===== config.mk =====
export PLATFORM = sky130hd
export DESIGN_NAME = rhs_top
export DESIGN_NICKNAME = d
export VERILOG_FILES = /design/src/core/rhs_pkg.sv /design/src/core/rhs_tag_fifo.sv /design/src/core/rhs_top.sv
export SDC_FILE = /design/constraint.sdc
export NUM_CORES = 1
export LEC_CHECK = 0
export ABC_AREA = 1
export BUFFER_PORTS_ARGS = -buffer_cell sky130_fd_sc_hd__buf_2
export CAP_MARGIN = 20
export CORE_UTILIZATION = 35
export CTS_CLUSTER_DIAMETER = 100
export DETAILED_ROUTE_END_ITERATION = 10
export PLACE_DENSITY = 0.59
export SLEW_MARGIN = 0
export SYNTH_ARGS = -nofsm -noshare
export SYNTH_HDL_FRONTEND = slang
export SYNTH_SLANG_ARGS = --single-unit

===== constraint.sdc =====
create_clock -name sys_clk -period 4.5 [get_ports sys_clk]
set_clock_uncertainty 0.1 [all_clocks]
set_input_delay 0.45 -clock sys_clk [delete_from_list [all_inputs] [get_ports sys_clk]]
set_output_delay 0.45 -clock sys_clk [all_outputs]
set_load 0.02 [all_outputs]

===== src/core/rhs_pkg.sv =====
// Constants for the receive packet and code status block.
// Assumes one 100 MHz clock and an 8-bit register port.
package rhs_pkg;

  // ==========================================================
  // Register offsets
  localparam logic [7:0] ADDR_PKT_INFO  = 8'h03;
  localparam logic [7:0] ADDR_CODE_STAT = 8'h04;
  localparam logic [7:0] ADDR_FIFO_DATA = 8'h05;
  localparam logic [7:0] ADDR_EVT_STAT  = 8'h10;
  localparam logic [7:0] ADDR_EVT_MASK  = 8'h11;

  // ==========================================================
  // Packet info bit positions
  localparam int PI_ABORT = 7;
  localparam int PI_CRCE  = 6;
  localparam int PI_OVR   = 5;
  localparam int PI_VALID = 4;
  localparam int PI_EMPTY = 3;
  localparam int PI_OK    = 2;
  localparam int PI_CLOSE = 1;
  localparam int PI_OPEN  = 0;

  // Code status bit positions
  localparam int CS_LATCH = 7;
  localparam int CS_LIVE  = 6;

  // Event status / mask bit positions
  localparam int EV_ABORT = 0;
  localparam int EV_CRCE  = 1;
  localparam int EV_OVR   = 2;
  localparam int EV_VALID = 3;
  localparam int EV_CODE  = 4;
  localparam int EV_W     = 5;

  // ==========================================================
  // Reset values and link constants
  localparam logic [5:0]  CODE_RESET    = 6'h3F;
  localparam logic [2:0]  ONES_ABORT    = 3'h6;
  localparam logic [2:0]  ONES_STUFF    = 3'h5;
  localparam logic [15:0] CRC_INIT      = 16'hFFFF;
  localparam logic [15:0] CRC_POLY      = 16'h8408;
  localparam logic [15:0] CRC_RESIDUAL  = 16'hF0B8;
  localparam logic [1:0]  CODE_CONFIRM  = 2'h2;
  localparam logic [5:0]  CODE_LOSS     = 6'h20;

  // ==========================================================
  // FIFO shape
  localparam int FIFO_DEPTH = 64;
  localparam int FIFO_AW    = 6;
  localparam int FIFO_W     = 11;

endpackage : rhs_pkg


===== src/core/rhs_tag_fifo.sv =====
// Receive byte FIFO carrying per-byte frame tags.
// Assumes push and pop are one-cycle strobes on sys_clk.
`timescale 1ns/1ps
module rhs_tag_fifo
  import rhs_pkg::*;
(
  input  wire logic              sys_clk,
  input  wire logic              nrst,
  input  wire logic              push,
  input  wire logic [FIFO_W-1:0] push_data,
  input  wire logic              pop,
  output logic      [FIFO_W-1:0] head_data,
  output logic                   empty,
  output logic                   full
);

  // ==========================================================
  // Storage and pointers
  logic [FIFO_W-1:0] mem_ff [FIFO_DEPTH];
  logic [FIFO_AW:0]  wr_ptr_ff;
  logic [FIFO_AW:0]  rd_ptr_ff;
  wire               do_push;
  wire               do_pop;

  // Extra pointer bit tells full from empty
  assign empty   = wr_ptr_ff == rd_ptr_ff;
  assign full    = (wr_ptr_ff[FIFO_AW] != rd_ptr_ff[FIFO_AW]) &&
                   (wr_ptr_ff[FIFO_AW-1:0] == rd_ptr_ff[FIFO_AW-1:0]);
  assign do_push = push & ~full;
  assign do_pop  = pop & ~empty;
  assign head_data = mem_ff[rd_ptr_ff[FIFO_AW-1:0]];

  always_ff @(posedge sys_clk) begin
    if (do_push) begin
      mem_ff[wr_ptr_ff[FIFO_AW-1:0]] <= push_data;
    end
  end

  always_ff @(posedge sys_clk or negedge nrst) begin
    if (!nrst) begin
      wr_ptr_ff <= '0;
      rd_ptr_ff <= '0;
    end else begin
      wr_ptr_ff <= wr_ptr_ff + {{FIFO_AW{1'b0}}, do_push};
      rd_ptr_ff <= rd_ptr_ff + {{FIFO_AW{1'b0}}, do_pop};
    end
  end

endmodule : rhs_tag_fifo


===== src/core/rhs_top.sv =====
// Receive data link packet status and bit-oriented code detector.
// Assumes link bits arrive with a one-cycle enable, synchronous to sys_clk.
//
// Overview of operation
// - Seven or more consecutive ones on the link set the abort flag.
// - Checksum mismatch at packet end sets the checksum error flag.
// - Pushing a byte into a full FIFO sets the overrun flag.
// - A complete, checked packet sets the valid message flag.
// - FIFO empty bit is live: high exactly while FIFO holds nothing.
// - Packet OK tag high when head byte ends a valid message.
// - Closing tag high when head byte ends any message.
// - Opening tag high when head byte starts a message.
// - Abort, checksum, overrun and valid flags are sticky, cleared by read.
// - Live code bit high while a valid code is being received.
// - Latched code bit sets on live rise, clears on code register read.
// - Code bit 0 is first received, bit 5 last received.
// - Code bits show latest verified code; reset forces all ones.
//
// The address-and-strobe port was left to the implementer.
`timescale 1ns/1ps
module rhs_top
  import rhs_pkg::*;
(
  input  wire logic       sys_clk,
  input  wire logic       nrst,
  input  wire logic       link_bit,
  input  wire logic       link_bit_en,
  input  wire logic [7:0] reg_addr,
  input  wire logic [7:0] reg_wdata,
  input  wire logic       reg_wr,
  input  wire logic       reg_rd,
  output logic      [7:0] reg_rdata,
  output logic            irq
);

  // ==========================================================
  // Checksum step, reflected CCITT polynomial
  function automatic logic [15:0] crc_step(input logic [15:0] crc,
                                           input logic        b);
    crc_step = {1'b0, crc[15:1]} ^ ((crc[0] ^ b) ? CRC_POLY : 16'h0000);
  endfunction : crc_step

  // ==========================================================
  // Framer state
  logic [2:0]  ones_ff,     nxt_ones;
  logic        in_frame_ff, nxt_in_frame;
  logic [2:0]  bit_cnt_ff,  nxt_bit_cnt;
  logic [7:0]  shift_ff,    nxt_shift;
  logic [15:0] crc_ff,      nxt_crc;
  logic [15:0] crc_bnd_ff,  nxt_crc_bnd;
  logic [7:0]  hold_ff,     nxt_hold;
  logic        hold_v_ff,   nxt_hold_v;
  logic        hold_op_ff,  nxt_hold_op;
  logic        first_ff,    nxt_first;
  logic        ovr_fr_ff,   nxt_ovr_fr;

  // Per-cycle results of the framer
  logic              push;
  logic [FIFO_W-1:0] push_data;
  logic              ev_abort;
  logic              ev_crce;
  logic              ev_valid;
  logic [FIFO_W-1:0] head;
  logic              fifo_empty;
  logic              fifo_full;

  // ==========================================================
  // Bit classification
  wire        abort_hit = link_bit_en & link_bit & (ones_ff == ONES_ABORT);
  wire        flag_hit  = link_bit_en & ~link_bit & (ones_ff == ONES_ABORT);
  wire        stuff_hit = link_bit_en & ~link_bit & (ones_ff == ONES_STUFF);
  wire        data_hit  = link_bit_en & in_frame_ff & ~abort_hit &
                          ~flag_hit & ~stuff_hit;
  wire [7:0]  byte_new  = {link_bit, shift_ff[7:1]};
  wire [15:0] crc_new   = crc_step(crc_ff, link_bit);
  wire        byte_done = data_hit & (bit_cnt_ff == 3'h7);
  // Flag's own leading 0111111 lands as seven data bits
  wire        aligned   = bit_cnt_ff == 3'h7;
  wire        crc_good  = aligned & (crc_bnd_ff == CRC_RESIDUAL);
  wire        frame_end = flag_hit & in_frame_ff & hold_v_ff;

  always_comb begin
    nxt_ones     = ones_ff;
    nxt_in_frame = in_frame_ff;
    nxt_bit_cnt  = bit_cnt_ff;
    nxt_shift    = shift_ff;
    nxt_crc      = crc_ff;
    nxt_crc_bnd  = crc_bnd_ff;
    nxt_hold     = hold_ff;
    nxt_hold_v   = hold_v_ff;
    nxt_hold_op  = hold_op_ff;
    nxt_first    = first_ff;
    nxt_ovr_fr   = ovr_fr_ff;
    push         = 1'b0;
    push_data    = {hold_op_ff, 1'b0, 1'b0, hold_ff};
    ev_abort     = 1'b0;
    ev_crce      = 1'b0;
    ev_valid     = 1'b0;
    if (link_bit_en) begin
      if (link_bit) begin
        nxt_ones = (ones_ff == 3'h7) ? ones_ff : ones_ff + 3'h1;
      end else begin
        nxt_ones = 3'h0;
      end
    end
    if (abort_hit) begin
      ev_abort     = 1'b1;
      nxt_in_frame = 1'b0;
      nxt_hold_v   = 1'b0;
      if (in_frame_ff && hold_v_ff) begin
        push      = 1'b1;
        push_data = {hold_op_ff, 1'b1, 1'b0, hold_ff};
      end
    end else if (flag_hit) begin
      if (frame_end) begin
        push      = 1'b1;
        push_data = {hold_op_ff, 1'b1, crc_good & ~ovr_fr_ff, hold_ff};
        ev_crce   = ~crc_good;
        // A dropped last byte spoils the packet as well
        ev_valid  = crc_good & ~ovr_fr_ff & ~fifo_full;
      end
      // Every flag opens a fresh frame; shared flags are allowed
      nxt_in_frame = 1'b1;
      nxt_bit_cnt  = 3'h0;
      nxt_crc      = CRC_INIT;
      nxt_hold_v   = 1'b0;
      nxt_first    = 1'b1;
      nxt_ovr_fr   = 1'b0;
    end else if (data_hit) begin
      nxt_shift   = byte_new;
      nxt_crc     = crc_new;
      nxt_bit_cnt = bit_cnt_ff + 3'h1;
      if (byte_done) begin
        // One byte held back so the closing tag can be attached
        push        = hold_v_ff;
        nxt_hold    = byte_new;
        nxt_hold_v  = 1'b1;
        nxt_hold_op = first_ff;
        nxt_first   = 1'b0;
        nxt_crc_bnd = crc_new;
      end
    end
  end

  always_ff @(posedge sys_clk or negedge nrst) begin
    if (!nrst) begin
      // Ones right after reset still count toward an abort
      ones_ff     <= 3'h0;
      in_frame_ff <= 1'b0;
      bit_cnt_ff  <= 3'h0;
      shift_ff    <= 8'h00;
      crc_ff      <= CRC_INIT;
      crc_bnd_ff  <= 16'h0000;
      hold_ff     <= 8'h00;
      hold_v_ff   <= 1'b0;
      hold_op_ff  <= 1'b0;
      first_ff    <= 1'b0;
      ovr_fr_ff   <= 1'b0;
    end else begin
      ones_ff     <= nxt_ones;
      in_frame_ff <= nxt_in_frame;
      bit_cnt_ff  <= nxt_bit_cnt;
      shift_ff    <= nxt_shift;
      crc_ff      <= nxt_crc;
      crc_bnd_ff  <= nxt_crc_bnd;
      hold_ff     <= nxt_hold;
      hold_v_ff   <= nxt_hold_v;
      hold_op_ff  <= nxt_hold_op;
      first_ff    <= nxt_first;
      // Overrun at a shared flag must not spoil the next frame
      ovr_fr_ff   <= nxt_ovr_fr | (push & fifo_full & ~flag_hit);
    end
  end

  // ==========================================================
  // Receive FIFO
  wire               rd_fifo  = reg_rd & (reg_addr == ADDR_FIFO_DATA);
  wire               ev_ovr   = push & fifo_full;

  rhs_tag_fifo u_fifo (
    .sys_clk   (sys_clk),
    .nrst      (nrst),
    .push      (push),
    .push_data (push_data),
    .pop       (rd_fifo),
    .head_data (head),
    .empty     (fifo_empty),
    .full      (fifo_full)
  );

  // ==========================================================
  // Code detector: eight ones, 0, six code bits, 0
  logic [15:0] code_sh_ff,  nxt_code_sh;
  logic [5:0]  cand_ff,     nxt_cand;
  logic [1:0]  match_ff,    nxt_match;
  logic [5:0]  quiet_ff,    nxt_quiet;
  logic        live_ff,     nxt_live;
  logic [5:0]  code_ff,     nxt_code;

  wire [15:0] sh_in      = {code_sh_ff[14:0], link_bit};
  wire        code_match = (sh_in[15:8] == 8'hFF) & ~sh_in[7] & ~sh_in[0];
  // Oldest code bit lands in bit 0
  wire [5:0]  code_seen  = {sh_in[1], sh_in[2], sh_in[3],
                            sh_in[4], sh_in[5], sh_in[6]};

  always_comb begin
    nxt_code_sh = code_sh_ff;
    nxt_cand    = cand_ff;
    nxt_match   = match_ff;
    nxt_quiet   = quiet_ff;
    nxt_live    = live_ff;
    nxt_code    = code_ff;
    if (link_bit_en) begin
      nxt_code_sh = sh_in;
      if (code_match) begin
        nxt_quiet = 6'h00;
        nxt_cand  = code_seen;
        if (code_seen != cand_ff) begin
          nxt_match = 2'h1;
        end else if (match_ff != CODE_CONFIRM) begin
          nxt_match = match_ff + 2'h1;
        end
        if (code_seen == cand_ff && match_ff + 2'h1 >= CODE_CONFIRM) begin
          nxt_live = 1'b1;
          nxt_code = code_seen;
        end
      end else if (quiet_ff == CODE_LOSS) begin
        // Long gap without the pattern means the code is gone
        nxt_live  = 1'b0;
        nxt_match = 2'h0;
      end else begin
        nxt_quiet = quiet_ff + 6'h01;
      end
    end
  end

  always_ff @(posedge sys_clk or negedge nrst) begin
    if (!nrst) begin
      code_sh_ff <= 16'h0000;
      cand_ff    <= 6'h00;
      match_ff   <= 2'h0;
      quiet_ff   <= 6'h00;
      live_ff    <= 1'b0;
      code_ff    <= CODE_RESET;
    end else begin
      code_sh_ff <= nxt_code_sh;
      cand_ff    <= nxt_cand;
      match_ff   <= nxt_match;
      quiet_ff   <= nxt_quiet;
      live_ff    <= nxt_live;
      code_ff    <= nxt_code;
    end
  end

  // ==========================================================
  // Sticky flags, cleared by reading their register
  logic [3:0] pkt_flags_ff;
  logic       code_latch_ff;
  wire        rd_info = reg_rd & (reg_addr == ADDR_PKT_INFO);
  wire        rd_code = reg_rd & (reg_addr == ADDR_CODE_STAT);
  wire        code_rise = nxt_live & ~live_ff;
  wire [3:0]  pkt_set = {ev_abort, ev_crce, ev_ovr, ev_valid};

  always_ff @(posedge sys_clk or negedge nrst) begin
    if (!nrst) begin
      pkt_flags_ff  <= 4'h0;
      code_latch_ff <= 1'b0;
    end else begin
      // Set beats clear in the same cycle
      pkt_flags_ff  <= (rd_info ? 4'h0 : pkt_flags_ff) | pkt_set;
      code_latch_ff <= (~rd_code & code_latch_ff) | code_rise;
    end
  end

  // ==========================================================
  // Interrupt status and mask, write one to clear
  logic [EV_W-1:0] evt_stat_ff;
  logic [EV_W-1:0] evt_mask_ff;
  wire  [EV_W-1:0] evt_set = {code_rise, ev_valid, ev_ovr, ev_crce, ev_abort};
  wire             wr_stat = reg_wr & (reg_addr == ADDR_EVT_STAT);
  wire             wr_mask = reg_wr & (reg_addr == ADDR_EVT_MASK);
  wire  [EV_W-1:0] stat_clr = wr_stat ? reg_wdata[EV_W-1:0] : '0;

  always_ff @(posedge sys_clk or negedge nrst) begin
    if (!nrst) begin
      evt_stat_ff <= '0;
      evt_mask_ff <= '0;
    end else begin
      evt_stat_ff <= (evt_stat_ff & ~stat_clr) | evt_set;
      if (wr_mask) begin
        evt_mask_ff <= reg_wdata[EV_W-1:0];
      end
    end
  end

  assign irq = |(evt_stat_ff & evt_mask_ff);

  // ==========================================================
  // Read path, data one cycle after the strobe
  wire [7:0] info_val = {pkt_flags_ff, fifo_empty,
                         ~fifo_empty & head[8],
                         ~fifo_empty & head[9],
                         ~fifo_empty & head[10]};
  wire [7:0] code_val = {code_latch_ff, live_ff, code_ff};
  wire [7:0] fifo_val = fifo_empty ? 8'h00 : head[7:0];
  logic [7:0] rd_mux;
  logic [7:0] rdata_ff;

  always_comb begin
    case (reg_addr)
      ADDR_PKT_INFO:  rd_mux = info_val;
      ADDR_CODE_STAT: rd_mux = code_val;
      ADDR_FIFO_DATA: rd_mux = fifo_val;
      ADDR_EVT_STAT:  rd_mux = {3'h0, evt_stat_ff};
      ADDR_EVT_MASK:  rd_mux = {3'h0, evt_mask_ff};
      default:        rd_mux = 8'h00;
    endcase
  end

  always_ff @(posedge sys_clk or negedge nrst) begin
    if (!nrst) begin
      rdata_ff <= 8'h00;
    end else begin
      rdata_ff <= reg_rd ? rd_mux : 8'h00;
    end
  end

  assign reg_rdata = rdata_ff;

endmodule : rhs_top


== Word level (Yosys, flattened, before mapping) ==
Memory sizes are Yosys's and may differ from the RTL's.
Index checks and enable logic that the tools add are counted.

* Equal/unequal tests: 21
* Mux-type cells: 52
* Order comparisons: 1
* Multiply operators: 0
* Div/mod/pow operators: 0
* Add/subtract/negate cells: 6
* Shifts and indexed selects: 0
* Bitwise gates (word level): 51
* Reductions and logical operators: 20

{| class="wikitable"
|+ Operators with widths
! operator !! number
|-
| $mux W16 || 3
|-
| $mux W10 || 4
|-
| $pmux W8 S5 || 1
|-
| $and A1 B1 Y1 || 31
|-
| $mux W1 || 30
|-
| $eq A16 B16 Y1 const B || 1
|-
| $eq A8 B3 Y1 const B || 2
|-
| $eq A8 B5 Y1 const B || 2
|-
| $mux W8 || 2
|-
| $xor A15 B16 Y16 || 1
|-
| $add A7 B1 Y7 || 2
|-
| $eq A3 B3 Y1 const B || 4
|-
| $eq A6 B6 Y1 || 2
|-
| $mux W3 || 4
|-
| $mux W6 || 2
|-
| $reduce_and A3 Y1 || 4
|-
| $not A1 Y1 || 11
|-
| $and A5 B5 Y5 || 2
|-
| $reduce_and A2 Y1 || 5
|-
| $eq A8 B2 Y1 const B || 1
|-
| $eq A8 B8 Y1 const B || 1
|-
| $mux W2 || 4
|-
| $reduce_bool A2 Y1 || 4
|-
| $eq A7 B7 Y1 || 1
|-
| other kinds (20) || 27
|}

* Logic and storage cells: 176
* Latch bits: 0
* Register bits: 132
* Input port bits: 22
* Bits in writable memories: 704
* Memory bits (read-only): 0
* Memories: 1

{| class="wikitable"
|+ Memory list
! name !! depth !! bits a word !! rd ports !! clocked after Yosys merged registers in !! wr ports !! line !! text
|-
| u_fifo.mem_ff || 64 || 11 || 1 || 0 || 1 || rhs_tag_fifo.sv:19 || <nowiki>logic [FIFO_W-1:0] mem_ff [FIFO_DEPTH];</nowiki>
|}

== Depth between registers and ports, before layout ==
* Depth in word-level cells: 14
* Mapped depth: 16
* Mapped depth without buffers: 15

== By module ==
Synthesis repeated with hierarchy kept, for this count alone.

* Cell total of the unflattened synthesis: 3,594
* Area, all modules: 36,209.7 um2

{| class="wikitable"
|+ By module, submodules not included
! module !! seq. area each (um2) !! area an instance (um2) !! times used !! cells each
|-
| rhs_tag_fifo || 21,490.6 || 30,815.8 || 1 || 2,952
|-
| rhs_top || 2,955.3 || 5,393.9 || 1 || 642
|}

== Worst setup path before layout ==
OpenSTA, ideal clock, no wires.

* Kind: register -> register
* Start point: register ones_ff[0]
* End point: memory u_fifo.mem_ff[0][8], data pin
* Buffers on the path: 0
* Stages on the path, launching flop included: 9
* Path slack: 0.544 ns
* Data arrival time: 3.262 ns
* Setup time: 0.595 ns
* Path through: dfrtp_1 > inv_1 > ha_1 > nand2_1 > nor2_1 > inv_1 > nor2_4 > inv_1 > nor4_2

* Word-level cells in the longest chain between the ends: 7
* Elaborated cells on any way between the ends: 8

{| class="wikitable"
|+ Ends and longest elaborated chain
! what !! line !! text
|-
| start: declaration || rhs_top.sv:45 || <nowiki>logic [2:0] ones_ff, nxt_ones;</nowiki>
|-
| start signal: assignment || rhs_top.sv:160 || <nowiki>ones_ff <= nxt_ones;</nowiki>
|-
| $eq A3 B3 Y1 * || rhs_top.sv:69, rhs_top.sv:70 ||
|-
| $and A1 B1 Y1 || rhs_top.sv:70 || <nowiki>wire flag_hit = link_bit_en & ~link_bit & (ones_ff == ONES_ABORT);</nowiki>
|-
| $and A1 B1 Y1 (2 in a row) || rhs_top.sv:80 || <nowiki>wire frame_end = flag_hit & in_frame_ff & hold_v_ff;</nowiki>
|-
| $mux W10 || rhs_top.sv:115 || <nowiki>if (frame_end) begin</nowiki>
|-
| $mux W10 || rhs_top.sv:114 || <nowiki>end else if (flag_hit) begin</nowiki>
|-
| $mux W10 * || rhs_top.sv:106 || <nowiki>if (abort_hit) begin</nowiki>
|-
| named net push_data[8] || rhs_top.sv:59 || <nowiki>logic [FIFO_W-1:0] push_data;</nowiki>
|-
| end: declaration || rhs_tag_fifo.sv:19 ||
|}

Mark *: on every way through the listed nets, which the timed path passes. The rest lies on a longest branch.

== Worst setup path after layout ==
* Start point: register u_fifo.rd_ptr_ff[0]
* End point: register rdata_ff[1] (netlist: reg_rdata[1])

* Word-level cells in the longest chain between the ends: 5
* Elaborated cells on any way between the ends: 7

{| class="wikitable"
|+ Ends and longest elaborated chain
! what !! line !! text
|-
| start: declaration || rhs_tag_fifo.sv:21 || <nowiki>logic [FIFO_AW:0] rd_ptr_ff;</nowiki>
|-
| start signal: assignment || rhs_tag_fifo.sv:45 || <nowiki>rd_ptr_ff <= rd_ptr_ff + {{FIFO_AW{1'b0}}, do_pop};</nowiki>
|-
| branches (longest 3 deep; another with $mem_v2 Z64 W11) || n/a ||
|-
| $pmux W8 S5 * || rhs_top.sv:310 || <nowiki>case (reg_addr)</nowiki>
|-
| $mux W8 * || rhs_top.sv:324 || <nowiki>rdata_ff <= reg_rd ? rd_mux : 8'h00;</nowiki>
|-
| end signal: assignment || rhs_top.sv:324 ||
|-
| end: declaration || rhs_top.sv:307 || <nowiki>logic [7:0] rdata_ff;</nowiki>
|}

Mark *: on every way between the ends.
A chain may end at the register's enable or synchronous reset.

==> reports/results.ini <==
[global_routing]
grt_util_met1=0.2511
grt_max_degree=156
top_usage_layer=met2
grt_overflow=0
grt_pass1_vias=21450
antenna_found_initial=1
grt_pass1_wl_um=132600
grtUsageTotal=0.1751
grtUsageMet2=0.2751
use_met3=0.02414

[power]
pwr_density_cell_nw_per_um2=438.3
vdd_drop_max_v=0.0002493
p_leak_nw=14.71
p_total_mw=17.09

[worst_setup_path]
path_max_fanout=131
crit_chain=inv_8 -> buf_4 -> nand2_1 -> nand2_1 -> nand2_1 -> nand3_1 -> nand2_1 -> nand2_1 -> nand3_1 -> nand2_1 -> nand2_1 -> nand3_1 -> nand2_1 -> inv_1
path_delay_family=simple AND/OR/NAND/NOR gates
crit_top_cell=nand2_1
cp.arrival_ps=3910
worstSetupStartpointType=flop
slowest_stage=dfrtp_4
path_buf_inv=3
crit_type=flop to flop
required_ps=4950
endpoint_kind=flop
max_stage_delay_ps=720

[cts]
root_buffer=clkbuf_16
clock_sinks=835
cts_tree=built
clk_pin_slew_ps=60
clkLatencyLatePin_ps=630
h-tree-depth=3
cts_buffers=85
cts_buffer_depth=3

[timing]
maxSlewHeadroom=0.3265
setup_violations=0
period_share=0.7684
max_freq_ghz=0.2892
post-route-min-period_ps=3458
rsz0062_at_grt=false
tightest_slew_ps=1010
setup_tns_ps=0
slew_violations=0
final_hold_viol_count=0

[final_layout]
regArea_um2=24460
drive_gt1_frac=0.09629
multi_input_area_um2=8742
antenna_cells=0
final_cell_mix=nand2_1, edfxtp_1, nand3_1
layout.cells.non_filler=4454
layout_commonest_cell=nand2_1
synthToLayoutAreaGrowth_pct=13.64
nNetsFinal=3147
fillCellCount=9076

[yosys]
post_synth_num_cell_types=48
synth_compound_gate_area_share=0.05868
synthDominantCellAreaShare=0.6162
synth_seq_cells=835
synth_top_family_by_area=simple AND/OR/NAND/NOR gates
synth_xor_area_frac=0.006893
syn_area_um2=34310
avgSynthCellArea_um2=11.28
synth_edf_count=704
async_flop_share=0.1569
netlist_instances=3042
synth_flop_cell=edfxtp_1
synthAdderAreaFrac=0.004741
synthMuxAreaShare=0
synth.area.top_cells=edfxtp_1, nand2_1, dfrtp_1, nand3_1, o21ai_0
yosysTopAreaCell=edfxtp_1
yosys_warnings=0
ys_seq_area_frac=0.7125
synth-simple-area-share=0.1839
syn_nets=3077

[routing]
drtAntennaViolNets=0
wirelength_um=87310
wl_per_cell_um=19.60
num_vias=22470
vias_per_cell=5.044
drcViolationCount=0
dr.pass1.iters=5
drtIter0Drc=2253

[placement]
hpwlAfterDp_um=50870
port_buffers=27
place_congestion=0.8735
placed_cells=4295

[floorplan]
start_util=0.3542
io_pins=31
num_rows=114
core_um2=96850
dieArea_um2=99280
die_h_um=315.1
die_w_um=315.1

[run]
maxCapViolations=0

[min_path]
hold_class=input port to flop

[status]
status=complete, no violations

## through the flow
stage	worst slack (ps)	utilization	area, um2	hold slack, ps
floorplan	543.6	-	34310	54.41
global placement	1126	0.3747	36290	349.5
detailed placement	1124	0.3747	36290	350.0
CTS	1106	0.4026	38990	4.529
global route	868.0	0.4026	38990	38.40
finish	1042	0.4026	38990	25.13
## layer usage
layer	wire length [um]	share of wire
met5	0	0
met4	2548	0.029
met3	5258	0.060
met2	40340	0.46
met1	39160	0.45
## path summary, 6_finish.rpt
kind	from	to	slack (ps)	depth (start not counted)
worst min register to register	first_ff	hold_op_ff	360	2
worst min-delay path	reg_wdata[2]	evt_mask_ff[2]	30	3
worst max-delay path	u_fifo.rd_ptr_ff[0]	reg_rdata[1]	1040	14
max in group asynchronous	nrst	crc_ff[12]	2890	3
worst max register to register	u_fifo.rd_ptr_ff[0]	reg_rdata[1]	1040	14
min in group asynchronous	nrst	cand_ff[1]	410	2
## state kept, by name (all words and copies together), names as in the netlist, 2 cells and up
register	count
crc_bnd_ff	16
reg_rdata	8
bit_cnt_ff	3
evt_stat_ff	5
evt_mask_ff	5
crc_ff	16
quiet_ff	6
shift_ff	7
u_fifo.wr_ptr_ff	7
code_sh_ff	15
pkt_flags_ff	4
ones_ff	3
code_ff	6
match_ff	2
hold_ff	8
u_fifo.mem_ff	704
u_fifo.rd_ptr_ff	7
cand_ff	6
## final cells by class
cell class | count | share of cell area
multi-input combinational | 1941 | 0.2242
sequential | 835 | 0.6275
timing repair buffer | 139 | 0.02879
clock buffer | 120 | 0.06062
inverter | 110 | 0.01078
tap | 1276 | 0.04095
clock inverter | 33 | 0.007156
## worst min-delay path: cells and delay by family
kind	cells	cell delay [ps]
compound gates	1	80
buf+inv	2	160
## logic make-up after synthesis
kind of cell    after synthesis
buf+inv                     266
xor+xnor                     27
fa+ha+maj                    13
flops                       835
simple gates               1531
compound gates              370
## cells in the mapped netlist (5+ instances only)
| cell type | instances |
|---|---|
| clkbuf_1 | 58 |
| dfstp_2 | 22 |
| inv_1 | 103 |
| nor2_1 | 171 |
| ha_1 | 13 |
| dfrtp_1 | 109 |
| a21boi_0 | 13 |
| xnor2_1 | 5 |
| a21oi_1 | 140 |
| nand3_1 | 291 |
| nor3_1 | 12 |
| buf_2 | 75 |
| xor2_1 | 22 |
| buf_1 | 10 |
| o211ai_1 | 9 |
| nor4_1 | 7 |
| o21ai_1 | 10 |
| buf_4 | 13 |
| nand4_1 | 8 |
| nand2_1 | 1020 |
| edfxtp_1 | 704 |
| o22ai_1 | 26 |
| o21ai_0 | 152 |
## power breakdown
group,internal (mW),leakage (nW),switching [mW]
logic,0.306,5.57,0.828
clock network,3.94,1.30,2.87
registers,8.85,7.84,0.302
total,13.1,14.7,4.00
## repair_timing
action / CTS / global route
endpoints found under the hold margin: 93 / 0
resized for setup: 0 / 0
hold buffers: 6 / 0
buffers inserted: 0 / 0
(Power assumes the default switching activity.)
